<file path="config.mk">
export PLATFORM = sky130hd
export DESIGN_NAME = wam_top
export DESIGN_NICKNAME = d
export VERILOG_FILES = /design/src/include/wam_pkg.sv /design/src/wam_hold.sv /design/src/wam_top.sv
export SDC_FILE = /design/constraint.sdc
export NUM_CORES = 1
export LEC_CHECK = 0
export BUFFER_PORTS_ARGS = -buffer_cell sky130_fd_sc_hd__buf_2
export CAP_MARGIN = 25
export CORE_MARGIN = 2
export CORE_UTILIZATION = 40
export DETAILED_ROUTE_END_ITERATION = 10
export GPL_TIMING_DRIVEN = 0
export MAX_ROUTING_LAYER = met4
export PLACE_DENSITY = 0.57
export SYNTH_ARGS = -nofsm -noshare
export SYNTH_HDL_FRONTEND = slang
export SYNTH_SLANG_ARGS = --single-unit
</file>
<file path="constraint.sdc">
create_clock -name clk_i -period 2.6 [get_ports clk_i]
set_clock_uncertainty 0.15 [all_clocks]
set_input_delay 0.52 -clock clk_i [delete_from_list [all_inputs] [get_ports clk_i]]
set_output_delay 0.52 -clock clk_i [all_outputs]
set_load 0.05 [all_outputs]
</file>
<file path="src/include/wam_pkg.sv">
// Package for the warning and alarm manager: offsets, reset values, limits and carrier types
package wam_pkg;

    // Timing
    localparam int unsigned CLK_FREQ_HZ  = 125_000_000;
    localparam int unsigned SEC_PER_TICK = 1;
    localparam int unsigned SEC_CYCLES   = CLK_FREQ_HZ * SEC_PER_TICK;
    localparam int unsigned FAN_STOP_S   = 1;
    localparam logic [3:0]  HOLD_MAX_S   = 4'ha;

    // Detection thresholds
    localparam logic [7:0]  LOAD_WARN_PCT = 8'h55;
    localparam logic [11:0] BATT_WARN_MV  = 12'hc80;

    // Register byte offsets
    localparam logic [7:0] ADDR_CTRL        = 8'h00;
    localparam logic [7:0] ADDR_HOLD        = 8'h04;
    localparam logic [7:0] ADDR_MASK        = 8'h08;
    localparam logic [7:0] ADDR_SEL_ONE     = 8'h0c;
    localparam logic [7:0] ADDR_SEL_TWO     = 8'h10;
    localparam logic [7:0] ADDR_ENC_LIMIT   = 8'h14;
    localparam logic [7:0] ADDR_EXT_LIMIT   = 8'h18;
    localparam logic [7:0] ADDR_LIFE_THRESH = 8'h1c;
    localparam logic [7:0] ADDR_WARN_STAT   = 8'h20;
    localparam logic [7:0] ADDR_ALARM_STAT  = 8'h24;
    localparam logic [7:0] ADDR_SNAPSHOT    = 8'h28;

    // Field positions
    localparam int unsigned CTRL_CLEAR_BIT  = 0;
    localparam int unsigned ASTAT_ACT_BIT   = 0;
    localparam int unsigned ASTAT_PCYC_BIT  = 1;
    localparam int unsigned ASTAT_IMM_BIT   = 2;
    localparam int unsigned ASTAT_CODE_LSB  = 8;

    // Reset values
    localparam logic [3:0]  HOLD_RST        = 4'h1;
    localparam logic [10:0] MASK_RST        = 11'h000;
    localparam logic [3:0]  SEL_RST         = 4'h0;
    localparam logic [7:0]  ENC_LIMIT_RST   = 8'h03;
    localparam logic [15:0] LIFE_THRESH_RST = 16'h0064;

    // Warning table, index n is warning An
    localparam int unsigned NUM_WARN = 10;
    localparam logic [9:0][3:0] WARN_MASK_BIT =
        {4'ha, 4'h8, 4'h2, 4'h9, 4'h3, 4'h4, 4'h6, 4'h0, 4'h5, 4'h7};
    localparam logic [9:0] WARN_LATCHABLE = 10'h3df;
    localparam logic [9:0] WARN_FOREVER   = 10'h084;

    // Number of synchronised pins and their positions
    localparam int unsigned NUM_PINS     = 6;
    localparam int unsigned PIN_FAN_STOP = 0;
    localparam int unsigned PIN_ENC_HOT  = 1;
    localparam int unsigned PIN_VIBRATE  = 2;
    localparam int unsigned PIN_EXT_WARN = 3;
    localparam int unsigned PIN_A_RESET  = 4;
    localparam int unsigned PIN_RUN      = 5;

    typedef struct packed {
        logic [7:0]  load_ratio;
        logic [7:0]  regen_ratio;
        logic [11:0] battery_mv;
        logic        enc_frame_ok;
        logic        enc_frame_err;
        logic        ext_frame_ok;
        logic        ext_frame_err;
        logic [15:0] cap_life;
        logic [15:0] fan_life;
    } wam_sense_type;

    typedef struct packed {
        logic       valid;
        logic [7:0] code;
        logic       pcycle_only;
        logic       immediate;
    } wam_error_type;

endpackage

</file>
<file path="src/wam_hold.sv">
// Per-warning latch with hold time counted in whole seconds
`timescale 1ns/1ps
`default_nettype none

module wam_hold #(
    parameter int unsigned SEC_CYCLES = wam_pkg::SEC_CYCLES
) (
    input  wire logic       clk_i,
    input  wire logic       rst_i,
    input  wire logic       cond_i,
    input  wire logic [3:0] hold_s_i,
    input  wire logic       forever_i,
    input  wire logic       clear_i,
    output logic            held_o
);

    localparam int unsigned CW = $clog2(SEC_CYCLES + 1);
    localparam logic [CW-1:0] SEC_LAST = CW'(SEC_CYCLES - 1);

    typedef struct packed {
        logic          held;
        logic [CW-1:0] cyc;
        logic [3:0]    secs;
    } wam_hold_state_type;

    wam_hold_state_type state_reg;
    wam_hold_state_type state_next;

    always_comb begin
        state_next = state_reg;
        if (cond_i) begin
            // A live condition restarts the hold and beats any clear
            state_next.held = 1'b1;
            state_next.cyc  = '0;
            state_next.secs = '0;
        end else if (state_reg.held) begin
            if (clear_i) begin
                state_next.held = 1'b0;
            end else if (!forever_i && state_reg.secs >= hold_s_i) begin
                state_next.held = 1'b0;
            end else if (state_reg.cyc == SEC_LAST) begin
                state_next.cyc  = '0;
                state_next.secs = (state_reg.secs == 4'hf) ? state_reg.secs : state_reg.secs + 4'h1;
            end else begin
                state_next.cyc = state_reg.cyc + CW'(1);
            end
        end
    end

    always_ff @(posedge clk_i) begin
        if (rst_i) begin
            state_reg <= '0;
        end else begin
            state_reg <= state_next;
        end
    end

    assign held_o = state_reg.held;

endmodule

`default_nettype wire

</file>
<file path="src/wam_top.sv">
// Warning and alarm manager for a servo drive protection path
`timescale 1ns/1ps
`default_nettype none

module wam_top #(
    parameter int unsigned SEC_CYCLES = wam_pkg::SEC_CYCLES
) (
    input  wire logic                   clk_i,
    input  wire logic                   rst_i,
    // Register port
    input  wire logic [7:0]             addr_i,
    input  wire logic [31:0]            wdata_i,
    input  wire logic                   we_i,
    input  wire logic                   re_i,
    output logic [31:0]                 rdata_o,
    // Sensing from on-chip logic
    input  wire wam_pkg::wam_sense_type sense_i,
    input  wire wam_pkg::wam_error_type error_i,
    input  wire logic [31:0]            status_i,
    // Pins from outside
    input  wire logic                   fan_stopped_i,
    input  wire logic                   enc_overheat_i,
    input  wire logic                   vibration_i,
    input  wire logic                   ext_enc_warn_i,
    input  wire logic                   alarm_reset_i,
    input  wire logic                   run_i,
    // Outputs
    output logic                        warning_output_one_o,
    output logic                        warning_output_two_o,
    output logic                        alarm_output_o,
    output logic [7:0]                  alarm_code_o,
    output logic                        power_stage_enable_o,
    output logic                        immediate_stop_o
);

    localparam int unsigned NW = wam_pkg::NUM_WARN;
    localparam int unsigned NP = wam_pkg::NUM_PINS;
    localparam int unsigned CW = $clog2(SEC_CYCLES * wam_pkg::FAN_STOP_S + 1);
    localparam logic [CW-1:0] FAN_LAST = CW'(SEC_CYCLES * wam_pkg::FAN_STOP_S - 1);

    typedef struct packed {
        // Pin synchronisers and filtered levels
        logic [NP-1:0] sync1;
        logic [NP-1:0] sync2;
        logic [NP-1:0] sync3;
        logic [NP-1:0] pins;
        // Software settings
        logic [3:0]    hold;
        logic [10:0]   mask;
        logic [3:0]    sel_one;
        logic [3:0]    sel_two;
        logic [7:0]    enc_limit;
        logic [7:0]    ext_limit;
        logic [15:0]   life_thresh;
        // Detection state
        logic [CW-1:0] fan_cnt;
        logic          fan_warn;
        logic [7:0]    enc_errs;
        logic [7:0]    ext_errs;
        // Alarm state
        logic          alarm;
        logic          pcycle;
        logic          immediate;
        logic [7:0]    code;
        logic [31:0]   prev_status;
        logic [31:0]   snapshot;
        // Outputs
        logic          warn_one;
        logic          warn_two;
        logic [31:0]   rdata;
    } wam_state_type;

    wam_state_type state_reg;
    wam_state_type state_next;

    logic [NW-1:0] raw_cond;
    logic [NW-1:0] cond;
    logic [NW-1:0] held;
    logic [NW-1:0] active;
    logic [3:0]    hold_s;
    logic          sw_clear;
    logic          pin_clear;
    logic          clear;

    // Condition detection, one term per warning
    always_comb begin
        raw_cond    = '0;
        raw_cond[0] = sense_i.load_ratio >= wam_pkg::LOAD_WARN_PCT;
        raw_cond[1] = sense_i.regen_ratio >= wam_pkg::LOAD_WARN_PCT;
        raw_cond[2] = sense_i.battery_mv <= wam_pkg::BATT_WARN_MV;
        raw_cond[3] = state_reg.fan_warn;
        raw_cond[4] = state_reg.enc_errs > state_reg.enc_limit;
        raw_cond[5] = state_reg.pins[wam_pkg::PIN_ENC_HOT];
        raw_cond[6] = state_reg.pins[wam_pkg::PIN_VIBRATE];
        raw_cond[7] = (sense_i.cap_life < state_reg.life_thresh)
                    | (sense_i.fan_life < state_reg.life_thresh);
        raw_cond[8] = state_reg.pins[wam_pkg::PIN_EXT_WARN];
        raw_cond[9] = state_reg.ext_errs > state_reg.ext_limit;
    end

    // Hold time register above ten is treated as ten; zero means no limit
    assign hold_s = (state_reg.hold > wam_pkg::HOLD_MAX_S) ? wam_pkg::HOLD_MAX_S : state_reg.hold;

    // Clear requests from software and from the reset pin edge
    assign sw_clear  = we_i && (addr_i == wam_pkg::ADDR_CTRL) && wdata_i[wam_pkg::CTRL_CLEAR_BIT];
    // Taken from the synchroniser stages, not the next state, so the clear does not loop back into itself
    assign pin_clear = state_reg.sync2[wam_pkg::PIN_A_RESET] && state_reg.sync3[wam_pkg::PIN_A_RESET]
                     && !state_reg.pins[wam_pkg::PIN_A_RESET];
    assign clear     = sw_clear || pin_clear;

    generate
        for (genvar w = 0; w < NW; w++) begin : g_warn
            logic       w_forever;
            logic [3:0] w_hold;

            // A masked warning is not detected at all
            assign cond[w] = raw_cond[w] && !state_reg.mask[wam_pkg::WARN_MASK_BIT[w]];

            // Always-latched warnings ignore the hold setting
            assign w_forever = wam_pkg::WARN_FOREVER[w]
                             || (wam_pkg::WARN_LATCHABLE[w] && (hold_s == 4'h0));
            assign w_hold    = wam_pkg::WARN_LATCHABLE[w] ? hold_s : 4'h0;

            wam_hold #(
                .SEC_CYCLES (SEC_CYCLES)
            ) u_hold (
                .clk_i      (clk_i),
                .rst_i      (rst_i),
                .cond_i     (cond[w]),
                .hold_s_i   (w_hold),
                .forever_i  (w_forever),
                .clear_i    (clear),
                .held_o     (held[w])
            );

            assign active[w] = held[w] && !state_reg.mask[wam_pkg::WARN_MASK_BIT[w]];
        end
    endgenerate

    always_comb begin
        state_next = state_reg;

        // Three-stage synchroniser; a level counts once stages two and three agree
        state_next.sync1 = {run_i, alarm_reset_i, ext_enc_warn_i, vibration_i, enc_overheat_i, fan_stopped_i};
        state_next.sync2 = state_reg.sync1;
        state_next.sync3 = state_reg.sync2;
        for (int p = 0; p < NP; p++) begin
            if (state_reg.sync2[p] == state_reg.sync3[p]) begin
                state_next.pins[p] = state_reg.sync3[p];
            end
        end

        // Fan standstill timer
        if (!state_reg.pins[wam_pkg::PIN_FAN_STOP]) begin
            state_next.fan_cnt  = '0;
            state_next.fan_warn = 1'b0;
        end else if (state_reg.fan_cnt == FAN_LAST) begin
            state_next.fan_warn = 1'b1;
        end else begin
            state_next.fan_cnt = state_reg.fan_cnt + CW'(1);
        end

        // Consecutive frame error counters, saturating; a good frame restarts them
        if (sense_i.enc_frame_ok) begin
            state_next.enc_errs = 8'h00;
        end else if (sense_i.enc_frame_err && state_reg.enc_errs != 8'hff) begin
            state_next.enc_errs = state_reg.enc_errs + 8'h01;
        end
        if (sense_i.ext_frame_ok) begin
            state_next.ext_errs = 8'h00;
        end else if (sense_i.ext_frame_err && state_reg.ext_errs != 8'hff) begin
            state_next.ext_errs = state_reg.ext_errs + 8'h01;
        end

        // Warning outputs from latched, unmasked warnings of the selected type
        state_next.warn_one = 1'b0;
        state_next.warn_two = 1'b0;
        for (int w = 0; w < NW; w++) begin
            if (active[w] && (state_reg.sel_one == 4'h0 || state_reg.sel_one == 4'(w + 1))) begin
                state_next.warn_one = 1'b1;
            end
            if (active[w] && (state_reg.sel_two == 4'h0 || state_reg.sel_two == 4'(w + 1))) begin
                state_next.warn_two = 1'b1;
            end
        end

        // Snapshot source is always one cycle old, so it predates the error
        state_next.prev_status = status_i;

        // Alarm: a new error wins over a clear in the same cycle
        if (state_reg.alarm && clear && !state_reg.pcycle) begin
            state_next.alarm     = 1'b0;
            state_next.pcycle    = 1'b0;
            state_next.immediate = 1'b0;
        end
        if (error_i.valid && !(state_reg.alarm && !(clear && !state_reg.pcycle))) begin
            state_next.alarm     = 1'b1;
            state_next.code      = error_i.code;
            state_next.pcycle    = error_i.pcycle_only;
            state_next.immediate = error_i.immediate;
            state_next.snapshot  = state_reg.prev_status;
        end

        // Register writes
        if (we_i) begin
            unique case (addr_i)
                wam_pkg::ADDR_HOLD:        state_next.hold        = wdata_i[3:0];
                wam_pkg::ADDR_MASK:        state_next.mask        = wdata_i[10:0];
                wam_pkg::ADDR_SEL_ONE:     state_next.sel_one     = wdata_i[3:0];
                wam_pkg::ADDR_SEL_TWO:     state_next.sel_two     = wdata_i[3:0];
                wam_pkg::ADDR_ENC_LIMIT:   state_next.enc_limit   = wdata_i[7:0];
                wam_pkg::ADDR_EXT_LIMIT:   state_next.ext_limit   = wdata_i[7:0];
                wam_pkg::ADDR_LIFE_THRESH: state_next.life_thresh = wdata_i[15:0];
                default: ;
            endcase
        end

        // Read data stands only in the cycle after the read strobe
        state_next.rdata = 32'h0000_0000;
        if (re_i) begin
            unique case (addr_i)
                wam_pkg::ADDR_HOLD:        state_next.rdata = {28'h0, state_reg.hold};
                wam_pkg::ADDR_MASK:        state_next.rdata = {21'h0, state_reg.mask};
                wam_pkg::ADDR_SEL_ONE:     state_next.rdata = {28'h0, state_reg.sel_one};
                wam_pkg::ADDR_SEL_TWO:     state_next.rdata = {28'h0, state_reg.sel_two};
                wam_pkg::ADDR_ENC_LIMIT:   state_next.rdata = {24'h0, state_reg.enc_limit};
                wam_pkg::ADDR_EXT_LIMIT:   state_next.rdata = {24'h0, state_reg.ext_limit};
                wam_pkg::ADDR_LIFE_THRESH: state_next.rdata = {16'h0, state_reg.life_thresh};
                wam_pkg::ADDR_WARN_STAT:   state_next.rdata = {22'h0, active};
                wam_pkg::ADDR_ALARM_STAT: begin
                    state_next.rdata[wam_pkg::ASTAT_ACT_BIT]  = state_reg.alarm;
                    state_next.rdata[wam_pkg::ASTAT_PCYC_BIT] = state_reg.pcycle;
                    state_next.rdata[wam_pkg::ASTAT_IMM_BIT]  = state_reg.immediate;
                    state_next.rdata[wam_pkg::ASTAT_CODE_LSB +: 8] = state_reg.code;
                end
                wam_pkg::ADDR_SNAPSHOT:    state_next.rdata = state_reg.snapshot;
                default:                   state_next.rdata = 32'h0000_0000;
            endcase
        end
    end

    always_ff @(posedge clk_i) begin
        if (rst_i) begin
            // Reset stands for a power cycle and so clears every alarm kind
            state_reg             <= '0;
            state_reg.hold        <= wam_pkg::HOLD_RST;
            state_reg.mask        <= wam_pkg::MASK_RST;
            state_reg.sel_one     <= wam_pkg::SEL_RST;
            state_reg.sel_two     <= wam_pkg::SEL_RST;
            state_reg.enc_limit   <= wam_pkg::ENC_LIMIT_RST;
            state_reg.ext_limit   <= wam_pkg::ENC_LIMIT_RST;
            state_reg.life_thresh <= wam_pkg::LIFE_THRESH_RST;
        end else begin
            state_reg <= state_next;
        end
    end

    assign rdata_o              = state_reg.rdata;
    assign warning_output_one_o = state_reg.warn_one;
    assign warning_output_two_o = state_reg.warn_two;
    assign alarm_output_o       = state_reg.alarm;
    assign alarm_code_o         = state_reg.alarm ? state_reg.code : 8'h00;
    assign immediate_stop_o     = state_reg.alarm && state_reg.immediate;
    // No latch on run: the stage comes back the cycle the alarm falls, so the host must drop run first
    assign power_stage_enable_o = state_reg.pins[wam_pkg::PIN_RUN] && !state_reg.alarm;

endmodule

`default_nettype wire

</file>
Yosys cells after proc, flatten, opt, wreduce, memory -nomap -nowiden:

Index checks and enable logic that the tools add are counted.

* output and inout port bits: 45
* bits in registers: 552
* bits of input ports: 157

* add/subtract/negate cells: 23
* reductions and logical operators: 144
* multiplexer cells: 112
* equality and inequality tests: 59
* order comparisons: 16
* bitwise gates (word level): 23

Operator list (number)
* $mux 32: 20
* $mux 31: 18
* $add 27x1->27 const B: 11
* $eq 27x27->1 const B: 11
* $mux 27: 10
* $mux 4: 21
* $eq 4x4->1 const B: 16
* $logic_and 1x1->1: 60
* $pmux 5 s9: 1
* $add 4x1->4 const B: 10
* $pmux 8 s5: 1
* $reduce_and 5->1: 8
* $mux 1: 37
* $eq 4x3->1 const B: 8
* $eq 8x5->1 const B: 4
* $lt 16x16->1: 2
* $pmux 3 s10: 1
* $ge 4x4->1: 7
* $reduce_or 2->1: 14
* $eq 8x6->1 const B: 3
* $reduce_and 3->1: 8
* $not 1->1: 22
* $logic_or 1x1->1: 21
* $reduce_and 2->1: 9
* 22 further kinds: 54

Longest topological paths before layout:

* depth in word-level cells: 13
* mapped depth: 11

By module:

Synthesis repeated with hierarchy kept, for this count alone.

* cells, all modules: 3421
* area, all modules: 28886.5 sq um

Modules (own cells, without submodules)
* wam_hold: instances 10, cells an instance 217, seq. area each 640.6 sq um, area an instance 1803.0 sq um
* wam_top: instances 1, cells an instance 1251, seq. area each 4644.5 sq um, area an instance 10856.7 sq um

Worst setup path before layout:

No wires, ideal clock.

* path type: reg-to-reg
* from: register state_reg[207] in the netlist's numbering
* to: register g_warn[0].u_hold.state_reg[11] in the netlist's numbering
* cell stages (with the launch flop): 12
* clock period less this slack: 2.801 ns
* slack: -0.201 ns
* setup time: 0.128 ns
* required time: 2.322 ns
* path buffers: 2
* arrival time: 2.523 ns
* cells stage by stage: dfxtp_1 -> inv_1 -> nand2_1 -> ha_1 -> a211o_1 -> a31oi_1 -> o211a_1 -> and2_1 -> or2_1 -> clkbuf_1 -> clkbuf_1 -> nor2_1

* longest elaborated chain between the ends: 7
* elaborated cells on any way between the ends: 8

Ends and longest elaborated chain
* start, declared: line wam_top.sv:73 `wam_state_type state_reg;`
* start signal, assigned: line wam_top.sv:254 `state_reg <= state_next;`
* $gt 4x4->1: line wam_top.sv:102 `assign hold_s = (state_reg.hold > wam_pkg::HOLD_MAX_S) ? wam_pkg::HOLD_MAX_S : state_reg.hold;`
* $mux 4 (*): line wam_top.sv:102
* parallel branches: the longest is 2 deep, another holds $ge 4x4->1
* $logic_and 1x1->1 (*): line wam_hold.sv:39 `end else if (!forever_i && state_reg.secs >= hold_s_i) begin`
* $not 1->1 (no line) (*)
* $reduce_and 3->1 (no line) (*)
* end signal, assigned: line wam_hold.sv:54 `state_reg <= state_next;`
* end, declared: line wam_hold.sv:26 `wam_hold_state_type state_reg;`

Mark *: on every way between the ends.
A chain may end at the register's enable or synchronous reset.

Worst setup path in the final report:

* from: register state_reg[207] in the netlist's numbering
* to: register g_warn[9].u_hold.state_reg[30] in the netlist's numbering

* longest elaborated chain between the ends: 7
* elaborated cells on any way between the ends: 8

Ends and longest elaborated chain (line)
* $gt 4x4->1: wam_top.sv:102
* $mux 4 (*): wam_top.sv:102
* parallel branches: the longest is 2 deep, another holds $ge 4x4->1
* $logic_and 1x1->1 (*): wam_hold.sv:39
* $not 1->1 (no line) (*)
* $reduce_and 3->1 (no line) (*)
* end signal, assigned: wam_hold.sv:54
* end, declared: wam_hold.sv:26

Marked as above.

==> flow_metrics.env <==
export IMPL_status="finished, violations left"
export IMPL_violations="setup timing"
export IMPL_overflow=0
export IMPL_start_kind="register"
export IMPL_fin_crit_ns=2.69
export IMPL_cp_max_fo=10
export IMPL_worst_hold_slack_ns=0.0351
export IMPL_syn_inst=2581
export IMPL_async_flop_share_pct=0
export IMPL_ios=202
export IMPL_synth_main_ff_cell="dfxtp_1"
export IMPL_grt_first_pass_wirelength_mm=99.1
export IMPL_routed_wl_met2_mm=29.8
export IMPL_cts_root_buf="clkbuf_16"
export IMPL_ys_types=75
export IMPL_tightest_slew_ns=1.11
export IMPL_fin_crit_sh_pct=103
export IMPL_syn_area_per_cell_um2=8.43
export IMPL_synth_top_area_share_pct=42.3
export IMPL_nets=3190
export IMPL_clockBufferDepth=3
export IMPL_routabilityCongestion=0.952
export IMPL_numCtsBuffers=50
export IMPL_fp_row_count=85
export IMPL_netlist_area_um2=21700
export IMPL_portBuffers=184
export IMPL_maxSlewHeadroom_pct=25.7
export IMPL_hold_viol=0
export IMPL_viasPerCell=5.40
export IMPL_irDropWorstVdd_mv=0.487
export IMPL_drt_iter0_markers=1327
export IMPL_layout_area_overhead_vs_synth_pct=29.9
export IMPL_dr_wl_met3_mm=3.15
export IMPL_synth_warnings=0
export IMPL_hp_class="input port to register"
export IMPL_largest_register_ffs=217
export IMPL_cts_tree="built"
export IMPL_preCtsSetupSlack_ns=-0.909
export IMPL_synth_seq_cells=459
export IMPL_drtAntennaViolNets=0
export IMPL_vias=19889
export IMPL_grt_use_total_pct=22.2
export IMPL_leakagePower_nw=10.6
export IMPL_worstSkewPairLatency_ns=0.61
export IMPL_setup_viol=33
export IMPL_grt_max_degree=16
export IMPL_rsz0062_at_grt="yes"
export IMPL_die_w_um=237
export IMPL_synth_edff_count=0
export IMPL_max_freq_mhz=372
export IMPL_report_final_slew_viol_count=0
export IMPL_final_common_cell="dfxtp_1"
export IMPL_setup_slack_ns=-0.0853
export IMPL_cts_sinks=459
export IMPL_routed_top_layer="met4"
export IMPL_wire_per_inst_um=17.2
export IMPL_first_pass_iters=8
export IMPL_core_um2=53800
export IMPL_critical_path_arrival_ns=3.09
export IMPL_cts_clk_slew_worst_paths_ns=0.06
export IMPL_synth_yosys_seq_area_share_pct=42.3
export IMPL_maxCapViolCount=0
export IMPL_dieArea_um2=56300
export IMPL_htreeDepth=2
export IMPL_powerDensity_nw_per_um2=549
export IMPL_met1_length_mm=28.6
export IMPL_path_class="register to register"
export IMPL_synth_area_leader_cell="dfxtp_1"
export IMPL_fin_util_pct=52.5
export IMPL_drc=0
export IMPL_reg2reg_slack_ns=-0.09
export IMPL_grt_pass1_vias=18870
export IMPL_drive_above_1_share_pct=21.3
export IMPL_antenna_found_initial=2
export IMPL_start_util_pct=40.4
export IMPL_layout_common_cells="454 x dfxtp_1, 278 x nand2_1, 272 x nor2_1"
export IMPL_synth_area_top_cells="dfxtp_1 42%, nor2_1 5.3%, ha_1 5.3%, nand2_1 4.9%, xor2_1 4.8%"
export IMPL_fp_dieH_um=237
export IMPL_drt_wl_total_mm=63.3
export IMPL_synthesis_nets=2830
export IMPL_cp_required_ns=3.00
export IMPL_dp_hpwl_mm=44.7
export IMPL_crit_path_end_kind="register"
-- synth_stat cells (6+ instances only) --
library cell	instances
nor2_1	309
inv_1	67
ha_1	92
dfxtp_1	459
xor2_1	120
clkbuf_1	73
or3_1	34
a22oi_1	11
nor2b_1	70
o22ai_1	6
o31ai_1	8
xnor2_1	69
mux2i_1	33
o211ai_1	12
nor3_1	58
nor4_1	34
and2_1	45
nand4_1	110
o21ai_0	72
nor4bb_1	6
nand3_1	128
nor4b_1	9
a222oi_1	9
a221oi_1	7
or2_2	9
a21o_1	6
buf_2	19
o21a_1	10
nor3b_1	7
buf_4	33
buf_1	8
nand2_1	285
a31oi_1	15
and3_1	44
or4_1	16
and4_1	20
nand2b_1	19
a21oi_1	175
-- worst paths after layout --
path                                     from                                           to  cells after the start
setup / recovery  state_reg[207]$_SDFFE_PP0P_  g_warn[9].u_hold.state_reg[30]$_SDFFE_PP0P_                     13
hold / removal                 ext_enc_warn_i                   state_next[223]$_SDFF_PP0_                      2
setup reg to reg  state_reg[207]$_SDFFE_PP0P_  g_warn[9].u_hold.state_reg[30]$_SDFFE_PP0P_                     13
hold reg to reg      state_reg[93]$_SDFF_PP0_                   state_reg[61]$_SDFFE_PP0P_                      2
-- per-stage QoR --
| stage | power [mW] | instances | TNS (ns) | instance area (um^2) |
|---|---|---|---|---|
| floorplan | 7.68 | 2581 | -2.44 | 21900 |
| global placement | 7.98 | 3461 | -179.20 | 23700 |
| detailed placement | 8.00 | 3463 | -188.84 | 23800 |
| CTS | 15.6 | 3637 | -0.137 | 26700 |
| global route | 16.0 | 3680 | -5.78 | 28200 |
| finish | 15.5 | 3680 | -1.64 | 28200 |
-- metal layers --
layer  global-route usage (%)  vias up
met1                     29.1     9462
met3                     3.50      123
met2                     35.4      531
li1                         -     9773
met4                     6.44        0
met5                        -        -
-- repair_timing --
| action | in CTS | in global routing |
|---|---|---|
| endpoints found under the hold margin | 49 | 0 |
| setup buffers | 33 | 34 |
| setup endpoints to repair | 224 | 249 |
| pin swaps | 34 | 95 |
| gates cloned | 0 | 8 |
| hold buffers | 49 | 0 |
| resized for setup | 102 | 248 |
-- cell families (layout without fill, tap and decap cells) --
logic type	count (synthesis)	in the layout	share of synthesized area [%]
AOI/OAI and AO/OA	381	381	10.9
xor gates and xnor gates	189	189	7.61
adders and majority gates	92	92	5.29
buffers and inverters	201	602	4.15
DFF	459	459	42.3
muxes	36	36	1.67
other	0	2	0
and+or+nand+nor	1223	1223	28.2
-- layout make-up --
cell class	count	area, um^2
buffer	131	957
tap	696	871
fill	5000	25600
inverter	68	263
antenna	2	5.00
sequential	459	9200
multi-input combinational	1921	13000
timing repair buffer	310	2180
clock inverter	18	305
clock buffer	75	1460
-- where the power goes --
| group | switching, mW | internal, mW |
|---|---|---|
| clock | 2.99 | 4.50 |
| combinational | 0.493 | 0.361 |
| sequential | 0.0504 | 7.11 |
| total | 3.54 | 12.0 |
-- worst max-delay path, cell delays in order, from the launching register on --
cell and delay [ns]:
dfxtp_4 0.42, o21ai_2 0.08, and2_4 0.16, buf_12 0.13
ha_4 0.26, nor2b_2 0.04, o21ai_2 0.23, a211oi_2 0.12
buf_4 0.16, and3_4 0.14, or3_4 0.33, buf_8 0.16
buf_12 0.15, a21oi_2 0.09
No activity file was read; power rests on OpenSTA's default activity.
